[src/hdl/dtc_pkg.sv]
package dtc_pkg;

    // ------------------------------------------------------------
    // Geometry
    // ------------------------------------------------------------
    localparam int NUM_CH = 4;
    localparam int CNT_W = 16;
    localparam int ADDR_W = 12;

    // ------------------------------------------------------------
    // Register map (byte addresses, one aligned word each)
    // ------------------------------------------------------------
    localparam logic [11:0] OFS_COUNT_CH0 = 12'h000;
    localparam logic [11:0] OFS_STATUS = 12'h010;
    localparam logic [11:0] OFS_CONTROL = 12'h014;
    localparam logic [11:0] OFS_WIDTH = 12'h018;
    localparam int OFS_COUNT_STEP = 4;

    // Status register fields: terminal count [3:0], busy [7:4]
    localparam int STAT_TC_LSB = 0;
    localparam int STAT_BUSY_LSB = 4;
    // Control register fields: write-one init [3:0], write-one start [7:4]
    localparam int CTRL_INIT_LSB = 0;
    localparam int CTRL_START_LSB = 4;

    // APB byte strobes that make a whole 16-bit access
    localparam logic [3:0] STRB_HALF = 4'h3;

    localparam logic [CNT_W-1:0] CNT_ONE = 16'h0001;
    localparam logic [CNT_W-1:0] CNT_ZERO = 16'h0000;

    // ------------------------------------------------------------
    // Carriers
    // ------------------------------------------------------------
    typedef struct packed {
        logic init;
        logic start;
        logic load;
        logic [CNT_W-1:0] load_val;
        logic step;
    } dtc_chan_cmd_t;

    typedef struct packed {
        logic [CNT_W-1:0] count;
        logic busy;
        logic tc;
        logic done;
    } dtc_chan_stat_t;

endpackage : dtc_pkg

[src/hdl/dtc_sync.sv]
`timescale 1ns/1ns
module dtc_sync #(
    parameter int W = 4
) (
    input wire logic clk, // Clock
    input wire logic srst, // Synchronous reset
    input wire logic [W-1:0] d_in, // Asynchronous inputs
    output logic [W-1:0] q_out // Synchronised inputs
);

    logic [W-1:0] meta_ff;

    // Second stage is the only reader of the first
    always_ff @(posedge clk) begin
        if (srst) begin
            meta_ff <= '0;
            q_out <= '0;
        end else begin
            meta_ff <= d_in;
            q_out <= meta_ff;
        end
    end

endmodule : dtc_sync

[src/hdl/dtc_chan.sv]
`timescale 1ns/1ns
module dtc_chan (
    input wire logic clk, // Clock
    input wire logic srst, // Synchronous reset
    input wire dtc_pkg::dtc_chan_cmd_t cmd, // Commands for this channel
    output dtc_pkg::dtc_chan_stat_t stat // Live state of this channel
);

    logic [dtc_pkg::CNT_W-1:0] count_ff;
    logic [dtc_pkg::CNT_W-1:0] prog_ff;
    logic busy_ff;
    logic tc_ff;
    logic done_ff;
    logic [dtc_pkg::CNT_W:0] nxt_diff;
    logic borrow;

    assign nxt_diff = {1'b0, count_ff} - {1'b0, dtc_pkg::CNT_ONE};
    assign borrow = nxt_diff[dtc_pkg::CNT_W];

    // ------------------------------------------------------------
    // Counter and programmed copy
    // ------------------------------------------------------------
    // No reset on the count: content is undefined until software loads it
    always_ff @(posedge clk) begin
        if (cmd.load && !busy_ff) begin
            count_ff <= cmd.load_val;
            prog_ff <= cmd.load_val;
        end else if (busy_ff && cmd.step) begin
            if (borrow) begin
                count_ff <= prog_ff;
            end else begin
                count_ff <= nxt_diff[dtc_pkg::CNT_W-1:0];
            end
        end
    end

    // ------------------------------------------------------------
    // Run state and terminal count
    // ------------------------------------------------------------
    always_ff @(posedge clk) begin
        if (srst) begin
            busy_ff <= 1'b0;
            tc_ff <= 1'b0;
            done_ff <= 1'b0;
        end else begin
            done_ff <= busy_ff && cmd.step && borrow;
            if (busy_ff && cmd.step && borrow) begin
                busy_ff <= 1'b0;
                tc_ff <= 1'b1;
            end else if (cmd.init) begin
                busy_ff <= 1'b0;
                tc_ff <= 1'b0;
            end else if (cmd.start) begin
                busy_ff <= 1'b1;
                tc_ff <= 1'b0;
            end
        end
    end

    assign stat.count = count_ff;
    assign stat.busy = busy_ff;
    assign stat.tc = tc_ff;
    assign stat.done = done_ff;

endmodule : dtc_chan

[src/hdl/dtc_top.sv]
// Operation
// - Four 16-bit transfer count registers, one per channel 0 to 3.
// - A read during a run returns the live remaining count.
// - Every completed transfer lowers the count by one, for 8 or 16 bits.
// - The run ends when decrementing borrows out of the 16-bit counter.
// - Count registers accept only whole 16-bit accesses; byte accesses refused.
// - Count value N means N plus one transfers; FFFF means 65536.
// - Completion sets terminal count; software may then rewrite the count.
//
// Local design decisions: the APB register port and the placing of the registers.
`timescale 1ns/1ns
module dtc_top (
    input wire logic CLK, // System clock, 50 MHz
    input wire logic SRST, // Synchronous reset, active high
    input wire logic PSEL, // APB select
    input wire logic PENABLE, // APB access phase
    input wire logic PWRITE, // APB direction
    input wire logic [11:0] PADDR, // APB byte address
    input wire logic [31:0] PWDATA, // APB write data
    input wire logic [3:0] PSTRB, // APB byte strobes
    output logic [31:0] PRDATA, // APB read data
    output logic PREADY, // APB ready
    output logic PSLVERR, // APB error
    input wire logic [3:0] XFER_DONE, // Per-channel transfer done, from pins
    output logic [3:0] TC_FLAG, // Per-channel terminal count
    output logic [3:0] BUSY, // Per-channel run in progress
    output logic [3:0] SEQ_END // One-cycle pulse: sequence ended
);

    localparam int N = dtc_pkg::NUM_CH;

    // ------------------------------------------------------------
    // Synchronise external transfer events
    // ------------------------------------------------------------
    logic [N-1:0] xfer_sync;
    logic [N-1:0] xfer_prev_ff;
    logic [N-1:0] xfer_step;

    dtc_sync #(.W(N)) u_sync (
        .clk(CLK),
        .srst(SRST),
        .d_in(XFER_DONE),
        .q_out(xfer_sync)
    );

    always_ff @(posedge CLK) begin
        if (SRST) begin
            xfer_prev_ff <= '0;
        end else begin
            xfer_prev_ff <= xfer_sync;
        end
    end

    // One count per rising edge of the done level
    assign xfer_step = xfer_sync & ~xfer_prev_ff;

    // ------------------------------------------------------------
    // APB decode
    // ------------------------------------------------------------
    logic setup;
    logic is_count;
    logic [1:0] ch_sel;
    logic is_status;
    logic is_control;
    logic is_width;
    logic half_ok;
    logic bad_acc;

    assign setup = PSEL && !PENABLE;
    assign is_count = (PADDR[11:4] == dtc_pkg::OFS_COUNT_CH0[11:4]) && (PADDR[1:0] == 2'h0);
    assign ch_sel = PADDR[3:2];
    assign is_status = PADDR == dtc_pkg::OFS_STATUS;
    assign is_control = PADDR == dtc_pkg::OFS_CONTROL;
    assign is_width = PADDR == dtc_pkg::OFS_WIDTH;
    // A write that does not carry both low lanes is not a 16-bit access
    assign half_ok = !PWRITE || (PSTRB[1:0] == dtc_pkg::STRB_HALF[1:0]);
    assign bad_acc = !(is_count || is_status || is_control || is_width) ||
                     (is_count && !half_ok);

    // Zero-wait slave: answer in the access phase
    logic access;
    logic wr_ok;

    assign access = PSEL && PENABLE;
    assign wr_ok = access && PWRITE && !bad_acc;

    // ------------------------------------------------------------
    // Software-held configuration
    // ------------------------------------------------------------
    // Transfer unit per channel: kept for software, count step is unit-independent
    logic [N-1:0] unit16_ff;

    always_ff @(posedge CLK) begin
        if (SRST) begin
            unit16_ff <= '0;
        end else if (wr_ok && is_width) begin
            unit16_ff <= PWDATA[N-1:0];
        end
    end

    // ------------------------------------------------------------
    // Channels
    // ------------------------------------------------------------
    dtc_pkg::dtc_chan_cmd_t cmd [N];
    dtc_pkg::dtc_chan_stat_t stat [N];
    logic [N-1:0] tc_vec;
    logic [N-1:0] busy_vec;
    logic [N-1:0] done_vec;

    genvar g;
    generate
        for (g = 0; g < N; g++) begin : g_ch
            // Count writes during a run are ignored; software must wait for idle
            assign cmd[g].load = wr_ok && is_count && (ch_sel == 2'(g));
            assign cmd[g].load_val = PWDATA[dtc_pkg::CNT_W-1:0];
            assign cmd[g].init = wr_ok && is_control && PWDATA[dtc_pkg::CTRL_INIT_LSB + g];
            assign cmd[g].start = wr_ok && is_control &&
                                  PWDATA[dtc_pkg::CTRL_START_LSB + g];
            assign cmd[g].step = xfer_step[g];
            assign tc_vec[g] = stat[g].tc;
            assign busy_vec[g] = stat[g].busy;
            assign done_vec[g] = stat[g].done;

            dtc_chan u_chan (
                .clk(CLK),
                .srst(SRST),
                .cmd(cmd[g]),
                .stat(stat[g])
            );
        end
    endgenerate

    // ------------------------------------------------------------
    // Read mux and response
    // ------------------------------------------------------------
    logic [31:0] rd_val;

    always_comb begin
        rd_val = 32'h0000_0000;
        if (is_count) begin
            rd_val[dtc_pkg::CNT_W-1:0] = stat[ch_sel].count;
        end else if (is_status) begin
            rd_val[dtc_pkg::STAT_TC_LSB +: N] = tc_vec;
            rd_val[dtc_pkg::STAT_BUSY_LSB +: N] = busy_vec;
        end else if (is_width) begin
            rd_val[N-1:0] = unit16_ff;
        end
    end

    // Answer registered in setup so PREADY is a flop, one wait-free access phase
    always_ff @(posedge CLK) begin
        if (SRST) begin
            PREADY <= 1'b0;
            PSLVERR <= 1'b0;
            PRDATA <= 32'h0000_0000;
        end else begin
            PREADY <= setup;
            PSLVERR <= setup && bad_acc;
            if (setup && !PWRITE && !bad_acc) begin
                PRDATA <= rd_val;
            end
        end
    end

    // ------------------------------------------------------------
    // Status outputs
    // ------------------------------------------------------------
    always_ff @(posedge CLK) begin
        if (SRST) begin
            TC_FLAG <= '0;
            BUSY <= '0;
            SEQ_END <= '0;
        end else begin
            TC_FLAG <= tc_vec;
            BUSY <= busy_vec;
            SEQ_END <= done_vec;
        end
    end

endmodule : dtc_top

[config.mk]
export PLATFORM = sky130hd
export DESIGN_NAME = dtc_top
export DESIGN_NICKNAME = d
export VERILOG_FILES = /design/src/hdl/dtc_pkg.sv /design/src/hdl/dtc_sync.sv /design/src/hdl/dtc_chan.sv /design/src/hdl/dtc_top.sv
export SDC_FILE = /design/constraint.sdc
export NUM_CORES = 1
export LEC_CHECK = 0
export ABC_AREA = 1
export BUFFER_PORTS_ARGS = -buffer_cell sky130_fd_sc_hd__clkbuf_2
export CAP_MARGIN = 20
export CORE_ASPECT_RATIO = 1.75
export CORE_MARGIN = 2
export CORE_UTILIZATION = 35
export CTS_CLUSTER_DIAMETER = 40
export DETAILED_ROUTE_END_ITERATION = 7
export GPL_ROUTABILITY_DRIVEN = 0
export SETUP_SLACK_MARGIN = 0.02
export SYNTH_ARGS = -nofsm -noshare
export SYNTH_HDL_FRONTEND = slang
export SYNTH_SLANG_ARGS = --single-unit
[constraint.sdc]
create_clock -name CLK -period 5.4 [get_ports CLK]
set_input_delay 0.81 -clock CLK [delete_from_list [all_inputs] [get_ports CLK]]
set_output_delay 0.81 -clock CLK [all_outputs]
set_load 0.02 [all_outputs]
* Word-level counts from Yosys, hierarchy flattened *
Cells that the tools add are included.

cells by class
  equality and inequality tests = 7
  shift-type cells = 0
  magnitude comparators = 1
  bitwise logic cells = 3
  div/mod/pow operators = 0
  multiplexer cells = 32
  $add $sub $neg = 4
  multipliers = 0
  reductions and logical operators = 65

operators by type and width
  kind                     count
  $mux W16                 12
  $sub A16 B1 Y17 const B  4
  $bmux W19 S2             1
  $mux W19                 2
  $eq A12 B5 Y1 const B    3
  $logic_and A1 B1 Y1      36
  $mux W8                  2
  $mux W1                  12
  $mux W4                  3
  $reduce_bool A3 Y1       4
  $reduce_or A3 Y1         4
  $logic_not A1 Y1         9
  $logic_not A8 Y1         1
  $reduce_bool A2 Y1       4
  $eq A2 B2 Y1 const B     3
  $logic_or A1 B1 Y1       5
  $and A4 B4 Y4            1
  $logic_not A2 Y1         2
  $not A4 Y4               1
  $ge A3 B3 Y1 const B     1
  $not A2 Y3               1
  $eq A2 B1 Y1 const B     1

word-level totals
  bits in read-only memories = 0
  bits in latches = 0
  memory bits (writable) = 0
  memories = 0
  logic and storage cells = 142
  input port bits = 57
  bits in registers = 186

* Longest topological paths before layout *
Gate-level depths: netlist of run 1.

  word-level depth = 14
  mapped depth = 14

* Cells and area by module *
Synthesis of run 1 repeated with hierarchy kept, for this count alone.

unflattened totals
  cell total of the unflattened synthesis = 1,253
  area total of the unflattened synthesis = 9,980.8 µm²

by module, submodules not included
  module    area an instance (µm²)  times used  cells an instance  sequential area each (µm²)
  dtc_chan  1,876.8                 4           226                1,021.0
  dtc_top   2,242.2                 1           324                760.7
  dtc_sync  231.5                   1           25                 160.2

* Worst setup path after synthesis of run 1 *
OpenSTA, ideal clock, no wires.

  path kind = input -> register
  start = input port PADDR[6]
  end = register g_ch[3].u_chan.count_ff[0] (netlist name), enable pin
  stages on the path = 11
  arrival = 2.468 ns
  path buffers = 1
  path slack = 2.559 ns
  cells stage by stage = inv_2 -> nand2_1 -> nor2_4 -> nand3_2 -> nand2_1 -> nor2_2 -> nor2_4 -> buf_6 -> nand4_4 -> inv_2 -> or2_1

on the way
  word-level cells in the longest chain between the ends = 13

ends and longest elaborated chain
  what                                     line            source
  start, declared                          dtc_top.sv:18   input wire logic [11:0] PADDR,
  $logic_not A8 Y1                         dtc_top.sv:70   assign is_count = (PADDR[11:4] == dtc_pkg::OFS_COUNT_CH0[11:4]) && (PADDR[1:0] == 2'h0);
  $logic_and A1 B1 Y1                      dtc_top.sv:70
  $logic_or A1 B1 Y1 (3 in series)         dtc_top.sv:77   assign bad_acc = !(is_count || is_status || is_control || is_width) ||
  $logic_not A1 Y1                         dtc_top.sv:77
  $logic_or A1 B1 Y1                       dtc_top.sv:77
  $logic_not A1 Y1                         dtc_top.sv:85   assign wr_ok = access && PWRITE && !bad_acc;
  $logic_and A1 B1 Y1                      dtc_top.sv:85
  $logic_and A1 B1 Y1 (*) (2 in series)    dtc_top.sv:114  assign cmd[g].load = wr_ok && is_count && (ch_sel == 2'(g));
  $logic_and A1 B1 Y1 (*)                  dtc_chan.sv:25  if (cmd.load && !busy_ff) begin
  $reduce_bool A2 Y1 (no source line) (*)  -
  end signal, assigned                     dtc_chan.sv:26  count_ff <= cmd.load_val;
  end signal, assigned                     dtc_chan.sv:30  count_ff <= prog_ff;
  end signal, assigned                     dtc_chan.sv:32  count_ff <= nxt_diff[dtc_pkg::CNT_W-1:0];
  end, declared                            dtc_chan.sv:9   logic [dtc_pkg::CNT_W-1:0] count_ff;

Mark *: on every way between the ends. The rest lies on a longest branch, timed or not.
A chain may end at the register's enable or synchronous reset.

* Final worst setup path of run 1 *
  start = input port PADDR[2]
  end = register g_ch[3].u_chan.count_ff[11] (netlist name), enable pin

on the way
  word-level cells in the longest chain between the ends = 12

ends and longest elaborated chain
  what                                     line            source
  $eq A12 B5 Y1                            dtc_top.sv:72   assign is_status = PADDR == dtc_pkg::OFS_STATUS;
  $logic_or A1 B1 Y1 (3 in series)         dtc_top.sv:77
  $logic_not A1 Y1                         dtc_top.sv:77
  $logic_or A1 B1 Y1                       dtc_top.sv:77
  $logic_not A1 Y1                         dtc_top.sv:85
  $logic_and A1 B1 Y1                      dtc_top.sv:85
  $logic_and A1 B1 Y1                      dtc_top.sv:114
  $logic_and A1 B1 Y1 (*)                  dtc_top.sv:114
  $logic_and A1 B1 Y1 (*)                  dtc_chan.sv:25
  $reduce_bool A2 Y1 (no source line) (*)  -

Marked as above.

==> metrics.md, run 1 <==
| Metric | Value |
|---|---|
| Status | complete, no violations |
| Cells taking the most area after synthesis | edfxtp_1 40%, dfxtp_1 12%, nand2_1 11% |
| Residual DRC | 0 |
| Leading area contributor after synthesis | edfxtp_1 |
| Pins Over Slew Limit | 0 |
| Clock Tree Buf Depth | 2 |
| Buffers on Ports | 68 |
| Final hold viol count | 0 |
| Core Area | 27230 sq um |
| Number of max-cap violations | 0 |
| CTS tree | done |
| Yosys reg bits | 186 |
| Filler cell count | 2880 |
| Ys async rst share | 0% |
| Setup Crit Path Kind | input port to register |
| Post-synthesis sequential area ratio | 51.71% |
| Post-DRT Antenna Nets | 0 |
| Die X | 129.7 um |
| Max transition margin | 34.46% |
| CP Data Required Time | 5.54 ns |
| Fin nets | 1292 |
| Post-route cell area | 10890 sq um |
| Clock slew at reported path FFs | 0.07 ns |
| Setup violators final | 0 |
| FP Rows | 80 |
| CP startpoint kind | input port |
| Hold_ws | 0.4048 ns |
| Number of synthesized flops with an enable pin | 128 |
| Largest net degree at the start of global routing | 39 |
| Pleak | 4.628 nW |
| Tot GR Track Use | 21.42% |
| Fin worst setup slack | 2.184 ns |
| Vias per std cell | 5.019 |
| Via count | 8096 |
| Worst-Skew Late Latency | 0.45 ns |
| Crit path time final | 3.216 ns |
| Drt initial violations | 579 |
| Die extent in y | 224.0 um |
| Share of cells above drive strength 1 | 11.66% |
| Placed wire-length estimate | 22560 um |
| Wire per inst | 18.78 um |
| DP Worst Slack | 1.762 ns |
| Count of cell types in the netlist | 48 |
| Routed Wire Length | 30290 um |
| Final non-filler cell total | 1613 |
| Unrepaired setup endpoints after global routing | no |
| Die ar. | 29050 sq um |
| Initial core utilization | 35.55% |
| Critical path endpoint category | register |
| Drt first pass iters | 5 |
| Total gr overflow | 0 |
| Top cell type's share of synthesized area | 39.71% |
| Util after Layout | 39.99% |
| Cells after synthesis | 1169 |
| Placement Cell Area | 10280 sq um |
| Tightest Pin Transition | 0.9820 ns |
| N_diodes | 0 |
| Hold-fix buffers, CTS | 0 |
| Post-synth top flop | edfxtp_1 |
| Hold WC Path Type | register to register |
| Post-cts sizing count | 0 |
| Setup TNS | 0 ns |
| CTS buffer count | 17 |
| I/O pin count | 103 |
| Skew final | 0.009424 ns |
| Power Density | 265.6 nW/um^2 |
| Fmax | 310.9 MHz |
| Crit path DAT | 3.36 ns |
| Maximum vdd drop | 0.2394 mV |
| Placed cell count | 1580 |
| First-pass GRT wire length | 45260 um |
| Initial antenna violation count | 0 |
| H-tree levels | 4 |
| Area Growth Syn to Fin | 12.49% |
| CTS sink count | 186 |
| Vias in the first global route | 7767 |
| Crit path max fanout | 24 |
| Final worst path period share | 59.56% |
| Leading cell types by count after synthesis | 290 x nand2_1, 157 x nor2_1, 155 x inv_1 |
| Warnings, synthesis | 0 |
| Total Power | 2.892 mW |
| Synthesized area | 9679 sq um |
| Root Driver | clkbuf_16 |
| Avg Inst Size Synth | 8.280 sq um |
| Post-CTS Setup Bufs | 0 |
| Most common cell in the netlist | nand2_1 |
==> placed cells by master (no fill, tap or decap), types with 2 or more instances in the layout <==
| cell | instances |
|---|---|
| nand2_1 | 290 |
| inv_1 | 155 |
| o21ai_2 | 8 |
| nor2_1 | 157 |
| nand4_4 | 3 |
| buf_4 | 8 |
| xor2_1 | 25 |
| o22ai_1 | 14 |
| clkinv_2 | 4 |
| xnor2_1 | 11 |
| conb_1 | 16 |
| a211oi_1 | 8 |
| inv_2 | 5 |
| nor2_4 | 4 |
| nand4_1 | 18 |
| o32ai_1 | 4 |
| nor2_2 | 4 |
| dfxtp_1 | 58 |
| o21a_1 | 2 |
| nor3_1 | 15 |
| clkbuf_8 | 5 |
| o21ai_1 | 23 |
| nor4_1 | 2 |
| o21ai_0 | 74 |
| or2_2 | 3 |
| o21bai_1 | 2 |
| clkbuf_2 | 68 |
| a21oi_1 | 15 |
| ha_1 | 4 |
| a22oi_1 | 6 |
| o2111ai_1 | 4 |
| a31oi_1 | 5 |
| clkbuf_16 | 19 |
| edfxtp_1 | 128 |
| clkinv_1 | 3 |
| clkinv_4 | 2 |
| nand3_1 | 54 |
| nand2_2 | 5 |
==> final cells by class <==
cell class,count,area (sq um),share of cell area [%]
clock buffer,24,544.3,4.999
clock inverter,8,52.55,0.4826
multi-input combinational,786,3797,34.88
timing repair buffer,77,415.4,3.815
sequential,186,5005,45.97
tap,369,461.7,4.240
inverter,163,611.8,5.619
==> critical path, cell delays in order <==
cell	delay, ns
clkbuf_2	0.12
inv_1	0.08
nand2_1	0.31
nor2_1	0.24
nand3_2	0.16
nand2_1	0.14
nor2_2	0.07
nor2_4	0.39
nand4_4	0.45
inv_2	0.16
or2_1	0.17
buf_4	0.27
==> state kept, by name, indices dropped and copies added (netlist names) <==
signal                count
TC_FLAG                   4
g_ch.u_chan.tc_ff         4
g_ch.u_chan.count_ff     64
PSLVERR                   1
xfer_prev_ff              4
g_ch.u_chan.busy_ff       4
g_ch.u_chan.prog_ff      64
PREADY                    1
g_ch.u_chan.done_ff       4
u_sync.q_out              4
SEQ_END                   4
BUSY                      4
unit16_ff                 4
PRDATA                   16
u_sync.meta_ff            4
==> cells by family after synthesis <==
| kind of cell | share of synthesized area, % |
|---|---|
| compound gates | 10.02 |
| simple gates | 24.82 |
| buf+inv | 9.643 |
| xor+xnor | 3.257 |
| flops | 51.71 |
| fa+ha+maj | 0.5171 |
| other cells | 0.03874 |
==> per-layer routing <==
| metal | global-route usage (%) | part of all wire (%) | vias to the layer above |
|---|---|---|---|
| met3 | 3.583 | 5.0 | 91 |
| met5 | 0 | 0 | - |
| li1 | - | - | 3920 |
| met4 | 15.57 | 8.4 | 0 |
| met1 | 22.73 | 35 | 3805 |
| met2 | 37.48 | 51 | 280 |
==> path summary, 6_finish.rpt <==
check	start	slack, ns	end	depth (start not counted)
min	u_sync.meta_ff[2]	0.40	u_sync.q_out[2]	2
max	PADDR[2]	2.18	g_ch[3].u_chan.count_ff[11]	12
min reg2reg	u_sync.meta_ff[2]	0.40	u_sync.q_out[2]	2
max reg2reg	g_ch[3].u_chan.count_ff[0]	2.32	g_ch[3].u_chan.count_ff[8]	11
==> power breakdown <==
| group | switching [mW] | leakage (nW) | internal (mW) |
|---|---|---|---|
| Sequential | 0.00111 | 1.63 | 1.52 |
| Clock | 0.550 | 0.303 | 0.706 |
| Combinational | 0.0978 | 2.69 | 0.0220 |
| Total | 0.649 | 4.63 | 2.24 |
(Power assumes the default switching activity.)
==> inputs of run 2 (changes only) <==
- ABC_AREA: 1 -> 0
- clock period: 5.4 -> 3.3 ns (I/O delays scaled with it)
==> metrics.md, run 2 <==
| Metric | Value |
|---|---|
| Area Growth Syn to Fin | 14.81% |
| CTS buffer count | 17 |
| Worst-path cell chain | inv_1 -> ha_1 -> or4b_1 -> nor3_1 -> nand2_1 -> and3_1 -> o31ai_2 |
| Core Area | 25340 sq um |
| Largest regs | g_ch.u_chan.count_ff (64), g_ch.u_chan.prog_ff (64), PRDATA (16) |
| Crit Reg-Reg Startpoint | g_ch[0].u_chan.count_ff[0] |
| Critical path endpoint category | register |
| Top cell type's share of synthesized area | 42.55% |
| Post-DRT Antenna Nets | 0 |
| Drt initial violations | 606 |
| Vias in the first global route | 6684 |
| Setup Crit Path Kind | register to register |
| CP Data Required Time | 3.59 ns |
| Clock slew at reported path FFs | 0.08 ns |
| H-tree levels | 4 |
| Max transition margin | 56.88% |
| Unrepaired setup endpoints after global routing | no |
| Total Power | 4.743 mW |
| Vias per std cell | 5.544 |
| Initial antenna violation count | 0 |
| Die ar. | 27160 sq um |
| CP startpoint kind | register |
| Maximum vdd drop | 0.3957 mV |
| Cells taking the most area after synthesis | edfxtp_1 43%, dfxtp_1 13%, o21ai_0 4.4% |
| Post-route cell area | 10370 sq um |
| Placement Cell Area | 9769 sq um |
| Met2 Use GR | 35.05% |
| Cells after synthesis | 837 |
| Via count | 6864 |
| Hold Path Depth | 2 |
| Die extent in y | 216.5 um |
| Final worst path period share | 86.30% |
| Die X | 125.4 um |
| M1 GR Usage | 20.93% |
| Clock Tree Buf Depth | 2 |
| Initial core utilization | 35.65% |
| CP bufs+invs | 1 |
| FP Rows | 77 |
| Drt first pass iters | 4 |
| Skew final | 0.01148 ns |
| Hold WC Path Type | input port to register |
| Final hold viol count | 0 |
| Post-CTS Setup Bufs | 0 |
| Crit path DAT | 3.13 ns |
| Wire per inst | 21.01 um |
| Worst-Skew Late Latency | 0.46 ns |
| Power Density | 457.4 nW/um^2 |
| FF-to-FF path depth | 7 |
| Worst hold path endpoint | u_sync.meta_ff[3] |
| Leading cell types by count after synthesis | 128 x edfxtp_1, 99 x nor2_1, 79 x o21ai_0 |
| Placed wire-length estimate | 19020 um |
| N_diodes | 0 |
| Total gr overflow | 0 |
| Hold_ws | 0.2408 ns |
| Most common cell in the netlist | edfxtp_1 |
| Global routing's busiest layer | met2 |
| Fmax | 351.1 MHz |
| Count of cell types in the netlist | 63 |
| Hold_sp | XFER_DONE[3] |
| Buffers on Ports | 68 |
| Root Driver | clkbuf_16 |
| Worst path max stage delay | 0.59 ns |
| Largest net degree at the start of global routing | 35 |
| Number of max-cap violations | 0 |
| CTS tree | done |
| Cell family with most CP delay | simple AND/OR/NAND/NOR gates |
| CTS sink count | 186 |
| Filler cell count | 2409 |
| Post-synth top flop | edfxtp_1 |
| Post-synthesis sequential area ratio | 55.40% |
| Setup violators final | 0 |
| Area of the multi-input gates | 3769 sq um |
| GR Layer Usage met3 | 3.826% |
| Final non-filler cell total | 1238 |
| Number of synthesized flops with an enable pin | 128 |
| R2R Path End | g_ch[0].u_chan.count_ff[13] |
| Placed cell count | 1206 |
| Synthesized area | 9034 sq um |
| Most frequent cells in the layout | 128 x edfxtp_1, 99 x nor2_1, 79 x o21ai_0 |
| Warnings, synthesis | 0 |
| Tightest Pin Transition | 0.6468 ns |
| Residual DRC | 0 |
| First-pass GRT wire length | 39340 um |
| I/O pin count | 103 |
| Crit path time final | 2.848 ns |
| Pins Over Slew Limit | 0 |
| Register Area | 5005 sq um |
| Tot GR Track Use | 19.30% |
| Fin nets | 970 |
| Flop2flop setup slack | 0.45 ns |
| Pleak | 3.567 nW |
| Avg Inst Size Synth | 10.79 sq um |
| Routed Wire Length | 26010 um |
| CP max-delay cell | or4b_1 |
| Ys async rst share | 0% |
| Status | complete, no violations |
| Crit path max fanout | 9 |
| Commonest non-fill, non-tap cell in the layout | edfxtp_1 |
| Yosys reg bits | 186 |
| Post-cts sizing count | 0 |
| Hold-fix buffers, CTS | 0 |
| Leading area contributor after synthesis | edfxtp_1 |
| Share of cells above drive strength 1 | 17.90% |
| Setup TNS | 0 ns |
run 2: cell count changes after synthesis, moves of 22 or more:
cell,previous run,this run
nand3_1,54,20
clkbuf_1,7,29
nor2_1,157,99
inv_1,155,15
nor2b_1,0,30
nand2_1,290,65
mux2i_1,0,22
o21ai_1,23,0
run 2: cell families after synthesis:
group | count (synthesis) | synth area share [%]
xor+xnor | 23 | 2.230
simple gates | 335 | 19.57
compound gates | 176 | 11.68
buf+inv | 71 | 3.726
flops | 186 | 55.40
other cells | 1 | 0.04151
mux | 41 | 6.801
fa+ha+maj | 4 | 0.5540
run 2: stage by stage:
step                      util, %  setup WS (ns)
final                       40.93         0.4520
after floorplan                 -         0.3419
after detailed placement    38.56         0.3939
after global placement      38.56         0.4197
after CTS                   40.93         0.4649
after global routing        40.93         0.3302
run 2: power by group:
part           internal [mW]  total (mW)  switching [mW]
clock                   1.12        2.10           0.978
sequential              2.48        2.48         0.00206
combinational         0.0447       0.165           0.121
total                   3.64        4.74            1.10
run 2: routing by layer:
layer  vias up  wire (um)
met4         0       1256
met5         -          0
met1      3322       9737
li1       3233          -
met3        60       1355
met2       249      13660
run 2: how the worst max path moves through the flow:
stage / depth (start not counted) / from / endpoint / slack, ns
6_report: 7 / g_ch[0].u_chan.count_ff[0] / g_ch[0].u_chan.count_ff[13] / 0.45
5_1_grt: 7 / g_ch[0].u_chan.count_ff[0] / g_ch[0].u_chan.count_ff[13] / 0.33
3_3_place_gp: 6 / PADDR[9] / g_ch[3].u_chan.count_ff[2] / 0.42
4_1_cts: 7 / g_ch[0].u_chan.count_ff[0] / g_ch[0].u_chan.count_ff[13] / 0.46
3_5_place_dp: 6 / PADDR[9] / g_ch[3].u_chan.count_ff[2] / 0.39
2_1_floorplan: 3 / PADDR[9] / g_ch[2].u_chan.prog_ff[0] / 0.34
run 2: area by class of cell:
| type | instances | share of cell area, % |
|---|---|---|
| Tap cell | 316 | 3.812 |
| Clock inverter | 13 | 1.424 |
| Inverter | 16 | 0.5791 |
| Clock buffer | 19 | 4.379 |
| Sequential cell | 186 | 48.26 |
| Multi-Input combinational cell | 595 | 36.34 |
| Timing Repair Buffer | 93 | 5.212 |
